`src/verilog/trg_params.svh`:
```
// Register offsets, reset values, masks and timing constants
`ifndef TRG_PARAMS_SVH
`define TRG_PARAMS_SVH
// ****************************************
// Register byte addresses
// ****************************************
`define TRG_OFF_GAP 20'h00410
`define TRG_OFF_THR 20'h00458
`define TRG_OFF_BLO 20'h03800
`define TRG_OFF_BHI 20'h03804
`define TRG_OFF_LEN 20'h03808
`define TRG_OFF_HEAD 20'h03810
`define TRG_OFF_TAIL 20'h03818
`define TRG_OFF_ARB 20'h03840
`define TRG_OFF_CTRL 20'h03880
`define TRG_OFF_STAT 20'h03884
`define TRG_ALS_BLO 20'h00420
`define TRG_ALS_BHI 20'h00424
`define TRG_ALS_LEN 20'h00428
`define TRG_ALS_HEAD 20'h00430
`define TRG_ALS_TAIL 20'h00438
// ****************************************
// Reset values and masks
// ****************************************
`define TRG_GAP_RST 32'h00602008
`define TRG_GAP_MASK 32'h3fffffff
`define TRG_BLO_MASK 32'hfffffff0
`define TRG_LEN_MASK 32'h000fff80
`define TRG_IDX_MASK 32'h0000ffff
`define TRG_ARB_RST 32'h00000403
`define TRG_ARB_MASK 32'h780007ff
`define TRG_CTRL_MASK 32'h00000007
// ****************************************
// Timing
// ****************************************
`define TRG_GAP_XING_CLKS 10'h006
`define TRG_DESC_BYTES_LOG2 4
`endif

```
`src/verilog/trg_pkg.sv`:
```
// Types for the transmit ring and gap control block
package trg_pkg;
  typedef enum logic [1:0] {
    ST_IDLE,
    ST_PHASE1,
    ST_PHASE2,
    ST_READY
  } trg_gap_st_t;
endpackage : trg_pkg

```
`src/verilog/trg_tx_ring_gap.sv`:
```
// Transmit ring registers, gap timer and programmable throttle over APB
//
// Register access over APB was left to the implementer.
`timescale 1ns/1ps
`include "trg_params.svh"
// How it works
// b2b_gap_time spaces back-to-back frames
// Carrier sense restarts gap during phase one
// Carrier ignored after phase one ends
// gap_total_time is non-b2b total gap
// Phase fields only used in half duplex
// Gap waits six extra MAC clocks
// Throttle delays b2b hand-off, 8ns units
// Throttle applies to first attempt only
// B2b spacing is max of throttle, gap
// Base low bits 3:0 read zero
// Software aligns ring to 16 bytes
// Base address is high:low concatenated
// Length bits 6:0 read zero
// Software sets length multiple of 128
// Hardware advances 16-bit head index
// Software writes head only before enable
// Descriptors between head and tail sent
// Ring registers decoded at alias addresses
// Software keeps queue enable bit set
// Software never writes arbitration field zero
// Empty when head equals tail; head wraps
module trg_tx_ring_gap (
  input wire logic core_clk,
  input wire logic rst_n,
  input wire logic psel,
  input wire logic penable,
  input wire logic pwrite,
  input wire logic [19:0] paddr,
  input wire logic [31:0] pwdata,
  output logic [31:0] prdata,
  output logic pready,
  output logic pslverr,
  input wire logic carrier_sense,
  input wire logic frame_done,
  input wire logic frame_retry,
  output logic desc_valid,
  output logic [63:0] desc_addr,
  input wire logic desc_taken,
  output logic tx_start,
  input wire logic tx_ack
);
  // ****************************************
  // State
  // ****************************************
  typedef struct packed {
    logic [31:0] gap;
    logic [15:0] thr;
    logic [31:0] blo;
    logic [31:0] bhi;
    logic [31:0] len;
    logic [15:0] head;
    logic [15:0] tail;
    logic [31:0] arb;
    logic [2:0] ctrl;
    trg_pkg::trg_gap_st_t st;
    logic [15:0] cnt;
    logic b2b;
    logic retry;
    logic cs_s1;
    logic cs_s2;
    logic [31:0] rdata;
  } trg_state_t;

  trg_state_t s_q;
  trg_state_t s_d;

  logic wr;
  logic rd;
  logic hit;
  logic en;
  logic full_dup;
  logic [15:0] b2b_len;
  logic [15:0] tot_len;
  logic [15:0] ph1_len;
  logic [15:0] thr_len;
  logic [15:0] last_idx;
  logic empty;
  logic [31:0] rmux;

  assign wr = psel && penable && pwrite;
  assign rd = psel && !penable && !pwrite;
  assign en = s_q.ctrl[0];
  assign full_dup = s_q.ctrl[1];
  // Empty ring test
  assign empty = (s_q.head == s_q.tail);
  // Last descriptor fitting the length
  assign last_idx = 16'(s_q.len[31:`TRG_DESC_BYTES_LOG2]) - 16'h0001;
  // Back-to-back gap field
  // Crossing overhead on back-to-back and total gap fields
  assign b2b_len = {6'h00, s_q.gap[9:0]} + {6'h00, `TRG_GAP_XING_CLKS};
  assign tot_len = {6'h00, s_q.gap[29:20]} + {6'h00, `TRG_GAP_XING_CLKS};
  assign ph1_len = {6'h00, s_q.gap[19:10]};
  // Throttle ignored on retries
  assign thr_len = s_q.retry ? 16'h0000 : s_q.thr;

  // ****************************************
  // Register read decode
  // ****************************************
  always_comb begin
    hit = 1'b1;
    rmux = 32'h00000000;
    unique case (paddr)
      `TRG_OFF_GAP: rmux = s_q.gap;
      `TRG_OFF_THR: rmux = {16'h0000, s_q.thr};
      // Alias decode
      `TRG_OFF_BLO, `TRG_ALS_BLO: rmux = s_q.blo;
      `TRG_OFF_BHI, `TRG_ALS_BHI: rmux = s_q.bhi;
      `TRG_OFF_LEN, `TRG_ALS_LEN: rmux = s_q.len;
      `TRG_OFF_HEAD, `TRG_ALS_HEAD: rmux = {16'h0000, s_q.head};
      `TRG_OFF_TAIL, `TRG_ALS_TAIL: rmux = {16'h0000, s_q.tail};
      `TRG_OFF_ARB: rmux = s_q.arb;
      `TRG_OFF_CTRL: rmux = {29'h0, s_q.ctrl};
      `TRG_OFF_STAT: rmux = {28'h0000000, empty, 1'b0, 2'(s_q.st)};
      default: hit = 1'b0;
    endcase
  end

  // ****************************************
  // Next state
  // ****************************************
  always_comb begin
    s_d = s_q;
    s_d.cs_s1 = carrier_sense;
    s_d.cs_s2 = s_q.cs_s1;
    if (rd) begin
      s_d.rdata = rmux;
    end
    if (wr) begin
      unique case (paddr)
        `TRG_OFF_GAP: s_d.gap = pwdata & `TRG_GAP_MASK;
        // Throttle value in clocks
        `TRG_OFF_THR: s_d.thr = pwdata[15:0];
        // Low base bits dropped
        `TRG_OFF_BLO, `TRG_ALS_BLO: s_d.blo = pwdata & `TRG_BLO_MASK;
        `TRG_OFF_BHI, `TRG_ALS_BHI: s_d.bhi = pwdata;
        // Length low bits dropped
        `TRG_OFF_LEN, `TRG_ALS_LEN: s_d.len = pwdata & `TRG_LEN_MASK;
        `TRG_OFF_HEAD, `TRG_ALS_HEAD: s_d.head = pwdata[15:0];
        // Software advances tail
        `TRG_OFF_TAIL, `TRG_ALS_TAIL: s_d.tail = pwdata[15:0];
        `TRG_OFF_ARB: s_d.arb = pwdata & `TRG_ARB_MASK;
        `TRG_OFF_CTRL: s_d.ctrl = pwdata[2:0];
        default: s_d.ctrl = s_q.ctrl;
      endcase
    end
    // Head advances when descriptor taken
    if (desc_valid && desc_taken) begin
      // Wrap after last descriptor
      s_d.head = (s_q.head >= last_idx) ? 16'h0000 : s_q.head + 16'h0001;
    end
    if (frame_done) begin
      s_d.b2b = !empty;
      s_d.retry = frame_retry;
      s_d.cnt = 16'h0000;
      s_d.st = trg_pkg::ST_PHASE1;
    end else begin
      unique case (s_q.st)
        trg_pkg::ST_IDLE: begin
          s_d.st = trg_pkg::ST_READY;
        end
        trg_pkg::ST_PHASE1: begin
          s_d.cnt = s_q.cnt + 16'h0001;
          if (s_q.b2b) begin
            // Longer of throttle and gap
            if (s_q.cnt + 16'h0001 >= b2b_len &&
                s_q.cnt + 16'h0001 >= thr_len) begin
              s_d.st = trg_pkg::ST_READY;
            end
          // Full duplex uses back-to-back gap only
          end else if (full_dup) begin
            if (s_q.cnt + 16'h0001 >= b2b_len) begin
              s_d.st = trg_pkg::ST_READY;
            end
          // Carrier restarts the count
          end else if (s_q.cs_s2) begin
            s_d.cnt = 16'h0000;
          end else if (s_q.cnt + 16'h0001 >= ph1_len) begin
            s_d.st = trg_pkg::ST_PHASE2;
          end
        end
        trg_pkg::ST_PHASE2: begin
          // Carrier ignored here
          // Total includes phase one
          s_d.cnt = s_q.cnt + 16'h0001;
          if (s_q.cnt + 16'h0001 >= tot_len) begin
            s_d.st = trg_pkg::ST_READY;
          end
        end
        trg_pkg::ST_READY: begin
          s_d.st = trg_pkg::ST_READY;
        end
      endcase
    end
    if (!rst_n) begin
      s_d = '0;
      s_d.gap = `TRG_GAP_RST;
      s_d.arb = `TRG_ARB_RST;
    end
  end

  always_ff @(posedge core_clk) begin
    s_q <= s_d;
  end

  // ****************************************
  // Outputs
  // ****************************************
  assign prdata = s_q.rdata;
  assign pready = 1'b1;
  assign pslverr = psel && penable && !hit;
  // Offer descriptors between head and tail
  assign desc_valid = en && !empty;
  // Base high over low plus index
  assign desc_addr = {s_q.bhi, s_q.blo} +
                     {44'h00000000000, s_q.head, 4'h0};
  // Full duplex never asserts carrier in practice; tx_ack holds tx_start low
  assign tx_start = en && (s_q.st == trg_pkg::ST_READY) && !tx_ack;

  // ****************************************
  // Checks
  // ****************************************
  property p_lowbits;
    @(posedge core_clk) disable iff (!rst_n)
    s_q.blo[3:0] == 4'h0 && s_q.len[6:0] == 7'h00;
  endproperty
  a_lowbits: assert property (p_lowbits) else $error("low bits set");

  property p_empty;
    @(posedge core_clk) disable iff (!rst_n)
    (s_q.head == s_q.tail) |-> !desc_valid;
  endproperty
  a_empty: assert property (p_empty) else $error("valid when empty");

  property p_head;
    @(posedge core_clk) disable iff (!rst_n)
    (desc_valid && desc_taken && !wr) |=> (s_q.head != $past(s_q.head));
  endproperty
  a_head: assert property (p_head) else $error("head stuck");

  property p_cs;
    @(posedge core_clk) disable iff (!rst_n)
    (s_q.st == trg_pkg::ST_PHASE1 && !s_q.b2b && !full_dup && s_q.cs_s2 &&
     !frame_done) |=> s_q.cnt == 16'h0000;
  endproperty
  a_cs: assert property (p_cs) else $error("no restart");

  property p_b2b;
    @(posedge core_clk) disable iff (!rst_n)
    ($rose(s_q.st == trg_pkg::ST_READY) && s_q.b2b) |->
      (s_q.cnt >= b2b_len && s_q.cnt >= thr_len);
  endproperty
  a_b2b: assert property (p_b2b) else $error("gap short");

  property p_ph2;
    @(posedge core_clk) disable iff (!rst_n)
    (s_q.st == trg_pkg::ST_READY && $past(s_q.st) == trg_pkg::ST_PHASE2) |->
      s_q.cnt >= tot_len;
  endproperty
  a_ph2: assert property (p_ph2) else $error("total short");

  property p_alias;
    @(posedge core_clk) disable iff (!rst_n)
    (wr && paddr == `TRG_ALS_TAIL) |=> s_q.tail == $past(pwdata[15:0]);
  endproperty
  a_alias: assert property (p_alias) else $error("alias miss");

  property p_err;
    @(posedge core_clk) disable iff (!rst_n)
    (psel && penable && paddr == `TRG_OFF_ARB) |-> !pslverr;
  endproperty
  a_err: assert property (p_err) else $error("bad error");

  property p_b2b_gap;
    @(posedge core_clk) disable iff (!rst_n)
    (s_q.st == trg_pkg::ST_PHASE1 && s_q.b2b && !frame_done &&
     s_q.cnt + 16'h0001 < b2b_len) |=> s_q.st == trg_pkg::ST_PHASE1;
  endproperty
  a_b2b_gap: assert property (p_b2b_gap) else $error("b2b gap short");

  property p_thr;
    @(posedge core_clk) disable iff (!rst_n)
    (s_q.st == trg_pkg::ST_PHASE1 && s_q.b2b && !frame_done &&
     s_q.cnt + 16'h0001 < thr_len) |=> s_q.st == trg_pkg::ST_PHASE1;
  endproperty
  a_thr: assert property (p_thr) else $error("throttle short");

  property p_retry;
    @(posedge core_clk) disable iff (!rst_n)
    (s_q.st == trg_pkg::ST_PHASE1 && s_q.b2b && s_q.retry && !frame_done &&
     s_q.cnt + 16'h0001 >= b2b_len) |=> s_q.st == trg_pkg::ST_READY;
  endproperty
  a_retry: assert property (p_retry) else $error("retry throttled");

  property p_fd;
    @(posedge core_clk) disable iff (!rst_n)
    frame_done |=> (s_q.st == trg_pkg::ST_PHASE1 && s_q.cnt == 16'h0000 &&
                    s_q.retry == $past(frame_retry));
  endproperty
  a_fd: assert property (p_fd) else $error("gap start");

  property p_full;
    @(posedge core_clk) disable iff (!rst_n)
    (s_q.st == trg_pkg::ST_PHASE1 && !s_q.b2b && full_dup && !frame_done &&
     s_q.cnt + 16'h0001 >= b2b_len) |=> s_q.st == trg_pkg::ST_READY;
  endproperty
  a_full: assert property (p_full) else $error("full duplex gap");

  property p_ph1;
    @(posedge core_clk) disable iff (!rst_n)
    (s_q.st == trg_pkg::ST_PHASE1 && !s_q.b2b && !full_dup && !s_q.cs_s2 &&
     !frame_done && s_q.cnt + 16'h0001 >= ph1_len) |=>
      s_q.st == trg_pkg::ST_PHASE2;
  endproperty
  a_ph1: assert property (p_ph1) else $error("phase one end");

  property p_ph2_cs;
    @(posedge core_clk) disable iff (!rst_n)
    (s_q.st == trg_pkg::ST_PHASE2 && !frame_done) |=>
      s_q.cnt == $past(s_q.cnt) + 16'h0001;
  endproperty
  a_ph2_cs: assert property (p_ph2_cs) else $error("count reset");

  property p_tot;
    @(posedge core_clk) disable iff (!rst_n)
    (s_q.st == trg_pkg::ST_PHASE2 && !frame_done &&
     s_q.cnt + 16'h0001 < tot_len) |=> s_q.st == trg_pkg::ST_PHASE2;
  endproperty
  a_tot: assert property (p_tot) else $error("total gap short");

  property p_step;
    @(posedge core_clk) disable iff (!rst_n)
    (desc_valid && desc_taken && s_q.head < last_idx) |=>
      s_q.head == $past(s_q.head) + 16'h0001;
  endproperty
  a_step: assert property (p_step) else $error("head step");

  property p_wrap;
    @(posedge core_clk) disable iff (!rst_n)
    (desc_valid && desc_taken && s_q.head >= last_idx) |=>
      s_q.head == 16'h0000;
  endproperty
  a_wrap: assert property (p_wrap) else $error("head wrap");

  property p_still;
    @(posedge core_clk) disable iff (!rst_n)
    (!(desc_valid && desc_taken) && !wr) |=> $stable(s_q.head);
  endproperty
  a_still: assert property (p_still) else $error("head moved");

  property p_blo_wr;
    @(posedge core_clk) disable iff (!rst_n)
    (wr && (paddr == `TRG_OFF_BLO || paddr == `TRG_ALS_BLO)) |=>
      s_q.blo == {$past(pwdata[31:4]), 4'h0};
  endproperty
  a_blo_wr: assert property (p_blo_wr) else $error("base write");

  property p_len_wr;
    @(posedge core_clk) disable iff (!rst_n)
    (wr && (paddr == `TRG_OFF_LEN || paddr == `TRG_ALS_LEN)) |=>
      s_q.len == {12'h000, $past(pwdata[19:7]), 7'h00};
  endproperty
  a_len_wr: assert property (p_len_wr) else $error("length write");

  property p_rdata;
    @(posedge core_clk) disable iff (!rst_n)
    (rd && paddr == `TRG_ALS_HEAD) |=> prdata == {16'h0000, $past(s_q.head)};
  endproperty
  a_rdata: assert property (p_rdata) else $error("alias read");

  property p_unmapped;
    @(posedge core_clk) disable iff (!rst_n)
    (rd && !hit) |=> prdata == 32'h00000000;
  endproperty
  a_unmapped: assert property (p_unmapped) else $error("unmapped read");
endmodule : trg_tx_ring_gap

```
`config.mk`:
```
export PLATFORM = sky130hd
export DESIGN_NAME = trg_tx_ring_gap
export DESIGN_NICKNAME = d
export VERILOG_FILES = /design/src/verilog/trg_pkg.sv /design/src/verilog/trg_tx_ring_gap.sv
export VERILOG_INCLUDE_DIRS = /design/src /design/src/verilog
export SDC_FILE = /design/constraint.sdc
export NUM_CORES = 1
export LEC_CHECK = 0
export BUFFER_PORTS_ARGS = -buffer_cell sky130_fd_sc_hd__buf_4
export CORE_UTILIZATION = 35
export DETAILED_ROUTE_END_ITERATION = 8
export MAX_ROUTING_LAYER = met4
export PLACE_DENSITY = 0.48
export RECOVER_POWER = 25
export SETUP_SLACK_MARGIN = 0.02
export SLEW_MARGIN = 0
export SYNTH_ARGS = -nofsm -noshare
export SYNTH_HDL_FRONTEND = slang
export SYNTH_SLANG_ARGS = --single-unit
```
`constraint.sdc`:
```
create_clock -name core_clk -period 3.8 [get_ports core_clk]
set_input_delay 0.76 -clock core_clk [delete_from_list [all_inputs] [get_ports core_clk]]
set_output_delay 0.76 -clock core_clk [all_outputs]
set_load 0.01 [all_outputs]
```
# [After elaboration in Yosys (flattened, before gate mapping)]
# Cells that the tools add are included.
[op_classes] bitwise=1 eq_ne=29 n_mul=0 n_div=0 addsub=6 reduce_logical=38 order_cmp=5 shifts=0 n_mux=23
[op_table] op="$pmux 32 s10" n=1
[op_table] op="$eq 20x14->1 const B" n=8
[op_table] op="$eq 20x11->1 const B" n=7
[op_table] op="$mux 16" n=8
[op_table] op="$mux 67" n=1
[op_table] op="$add 64x20->64" n=1
[op_table] op="$add 16x1->16 const B" n=2
[op_table] op="$ge 16x11->1" n=2
[op_table] op="$ge 16x16->1" n=2
[op_table] op="$pmux 16 s2" n=1
[op_table] op="$mux 31" n=1
[op_table] op="$add 10x3->11 const B" n=2
[op_table] op="$reduce_and 2->1" n=9
[op_table] op="$mux 17" n=1
[op_table] op="$eq 16x16->1" n=1
[op_table] op="$ge 16x10->1" n=1
[op_table] op="$ne 4x4->1 const B" n=4
[op_table] op="$sub 16x1->16 const B" n=1
[op_table] op="$ne 5x5->1 const B" n=3
[op_table] op="$reduce_or 15->1" n=1
[op_table] op="$mux 2" n=7
[op_table] op="$reduce_or 2->1" n=7
[op_table] op="$logic_and 1x1->1" n=10
[op_table] op="$reduce_and 5->1" n=2
[op_table] op="other kinds (11)" n=19
[word_totals] input_bits=62 romBits=0 regBits=223 output_inout_bits=100 ram_bits=0 latch_bits=0 elab_cells=119 n_memories=0

# [Depth between registers and ports, before layout]
[logic_depth] word_depth=8 ltp_mapped=15 ltp_nobuf=14

# [Least setup slack after synthesis]
# Ideal clock, no wire load.
[synth_timing] path_type="register -> output" startpoint="reg s_q[105] (netlist bit)" endpoint="out desc_addr[46]" path_stages_with_launch=12 slack_ps=362 required_time_ps=3040 n_path_buf=1 t_arrival_ps=2678 path_cell_list="dfxtp_1 -> ha_1 -> inv_1 -> fa_1 -> nor2b_1 -> o21a_1 -> o21ai_0 -> a211oi_1 -> o2111ai_1 -> clkbuf_1 -> a21boi_0 -> xor2_1"
[synth_via] elab_chain_cells=1
[synth_lines] element="from (decl)" line_no="trg_tx_ring_gap.sv:70" text="trg_state_t s_q;"
[synth_lines] element="from (signal assigned)" line_no="trg_tx_ring_gap.sv:208" text="s_q <= s_d;"
[synth_lines] element="$add 64x20->64" line_no="trg_tx_ring_gap.sv:220" text="assign desc_addr = {s_q.bhi, s_q.blo} +"
[synth_lines] element="to (decl)" line_no="trg_tx_ring_gap.sv:43" text="output logic [63:0] desc_addr,"
# No other way between the ends.

# [Worst setup path after layout]
[layout_timing] startpoint="reg s_q[105] (netlist bit)" endpoint="out desc_addr[18]"
# The elaborated chain is that of the path after synthesis.

==> run metrics <==
most frequent cells in the layout=nand2_1 (357), buf_4 (219), a21oi_1 (212); Ys Warns=0; Filler cells=3,965; RSZ-0062 raised after global routing=true; part of the power in combinational logic=0.070; routability cong.=a little over 0.9; Sequential Power Share=0.437; max-cap violation count=1; vias in the first global route=roughly 13k; Vias=roughly 14k; crit-path max cell delay=about 490 ps; total global routing overflow=0; CP arrival=slightly above 3000 ps; GRT Util Overall=0.276; worst path cell trace=ha_4 -> inv_2 -> fa_2 -> nor2b_1 -> o21a_1 -> o21ai_4 -> a211oi_4 -> buf_6 -> buf_4 -> o21a_1 -> or4b_4 -> o311ai_4 -> buf_4; Main synth FF type=dfxtp_1; CTS H-tree depth=1; Final min period=about 3800 ps; Ports=162; critical path fanouts, max=4; Switching Share=0.246; NumNets Final=between 2k and 2.5k; clock sink count=223; final setup vio count=2; internal power=between 4 and 5 mW; cell count after synthesis=roughly 1.8k; number of slew-limit violations in the final report=51; total wire length=roughly 55,000 µm; drt wl/cell=~22 µm; die width=slightly above 200 µm; Setup CP Type=reg2out; failing checks=max-capacitance violations, max-slew violations, negative setup slack; Avg Inst Size Synth=slightly below 8 µm²; via/cell ratio=about 5.6; initial DRC count=approximately 1.1k; core area=roughly 39,000 µm²; Hold WC Path Type=in2reg; final instance area=approximately 17,000 µm²; Rows=72; Unique masters post-synth=83; placed inst area=between 15,000 and 20,000 µm²; die area=40,400 µm²; Net Switching=approximately 1.3 mW; first-pass GRT wire length=around 83,000 µm; Worst Clk Skew=approximately 21 ps; Final WS setup=-34.0 ps; commonest non-fill, non-tap cell in the layout=nand2_1; clock slew at reported path FFs=60 ps; Area Growth Syn to Fin=22.4%; 1st-pass router iterations=9; port bufs=156; Post-CTS Hold Buffers=0; Mapped Area=about 14,000 µm²; share of cells above drive strength 1=0.184; Post-route DRC=0; Slowest cell on crit path=or4b_4; Crit. End Element=primary output; Worst-Margin Slew=a little over 2000 ps; Leak=6.71 nW; die height=a little over 200 µm; diodes inserted=0; sequential fraction of the synthesis area=0.322; Max Freq=roughly 260 MHz; Post-synth EDFFs=0; Crit path max-delay family=compound AO/OA/AOI/OAI gates; Yosys reg bits=roughly 220; outcome=finished, violations left; DPL Wire Length=roughly 41,000 µm; power share of the clock group=0.493; Clock Tree Buf Depth=3; Async SR Flop Fraction=0; Slew HR=-0.392; largest net degree at the start of global routing=just over 70; crit path buf inv count=4; CTS tree=yes; clock root buffer=clkbuf_16; WHS=427 ps; power density relative to cell area=roughly 320 nW/µm²; CTS buffer count=27; final hold vios=0; Critical Path Source Type=flip-flop; Skew-Pair Late Insertion Delay=approximately 560 ps; critical path required time=around 3000 ps; initial core utilization=0.357; maximum VDD drop=between 200 and 300 µV; Tcrit/Tclk final=1.01; post-detailed-route count of antenna-violating nets=0; initial antenna violation count=0
==> power by group through the flow <==
stage	sequential [mW]	combinational [mW]	clock, mW
2_1_floorplan	2.42	0.216	0
3_3_place_gp	2.43	0.396	0
3_5_place_dp	2.43	0.396	0
4_1_cts	2.38	0.398	2.73
5_1_grt	2.38	0.411	2.82
6_report	2.38	0.381	2.69
==> synthesized netlist by cell type, drive strengths merged, types with 10 or more instances <==
library cell | n | area share
nand2b | 23 | 0.010
nor3 | 24 | 0.0097
clkbuf | 73 | 0.020
a221oi | 22 | 0.014
o21ai | 61 | 0.022
and2 | 17 | 0.0077
xnor2 | 34 | 0.021
nand4 | 18 | 0.0086
inv | 48 | 0.013
a31oi | 19 | 0.0086
o21a | 10 | 0.0054
ha | 84 | 0.076
dfxtp | 223 | 0.32
nand2 | 357 | 0.097
mux2i | 10 | 0.0072
a222oi | 18 | 0.013
a21oi | 230 | 0.083
nand3 | 41 | 0.015
a21o | 15 | 0.0081
buf | 75 | 0.036
and3 | 19 | 0.0086
xor2 | 76 | 0.048
a22oi | 37 | 0.020
nor4 | 18 | 0.014
a211oi | 19 | 0.010
nor2 | 72 | 0.019
==> state kept, by name, indices dropped and copies added, names as in the netlist <==
name / flops
en: 1
prdata: 32
s_q: 179
ph1_len: 10
full_dup: 1
==> metrics by stage <==
step                       util  cells  setup TNS (ps)  total power, mW  worst slack (ps)
final                     0.437   2461           -44.4             5.45             -34.0
after global routing      0.437   2461           -2070             5.62              -132
after CTS                 0.436   2456           -1400             5.51              -130
after detailed placement  0.406   2405               0             2.83               181
after global placement    0.406   2405               0             2.83               237
after floorplan               -   1784               0             2.64               362
==> logic make-up after synthesis <==
logic type                 after synthesis  share of synthesized area
xor gates and xnor gates               110                     0.0695
adders and majority gates               86                     0.0779
and+or+nand+nor                        640                      0.218
DFF                                    223                      0.322
buffers and inverters                  196                     0.0684
other                                    2                   0.000541
muxes                                   10                    0.00722
AOI/OAI and AO/OA                      514                      0.237
==> per-layer routing <==
layer | global-route usage | part of all wire | routed length, µm | vias up
li1 | - | - | - | 6610
met1 | 0.373 | 0.45 | 25000 | 6660
met2 | 0.427 | 0.45 | 25000 | 479
met3 | 0.0419 | 0.070 | 3830 | 73
met4 | 0.0744 | 0.023 | 1290 | 0
met5 | - | 0 | 0 | -
==> what timing repair did <==
action | in CTS | in global routing
pin swaps | 8 | 18
setup buffers | 8 | 5
gates cloned | 1 | 0
gates resized for setup | 64 | 35
setup endpoints to repair | 33 | 30
endpoints found under the hold margin | 0 | 0
==> path summary, 6_finish.rpt <==
check,start,end,slack [ps],depth (start not counted)
worst max-delay path,s_q[105]$_SDFFE_PN0P_,desc_addr[18],-30,13
worst min-delay path,carrier_sense,s_q[33]$_SDFF_PN0_,430,2
worst max register to register,s_q[41]$_SDFFE_PP0P_,s_q[52]$_SDFFE_PN0P_,300,11
worst min register to register,s_q[60]$_SDFFE_PN0P_,s_q[60]$_SDFFE_PN0P_,460,2
==> final cells by class <==
class,count,area [µm²],share of cell area
Multi-Input combinational cell,1365,8860,0.522
Timing Repair Buffer,262,1900,0.112
Tap cell,518,648,0.0382
Clock inverter,8,119,0.00700
Clock buffer,37,783,0.0461
Sequential cell,223,4490,0.264
Inverter,48,181,0.0107
Note: power is estimated with default switching activity, not from simulation.
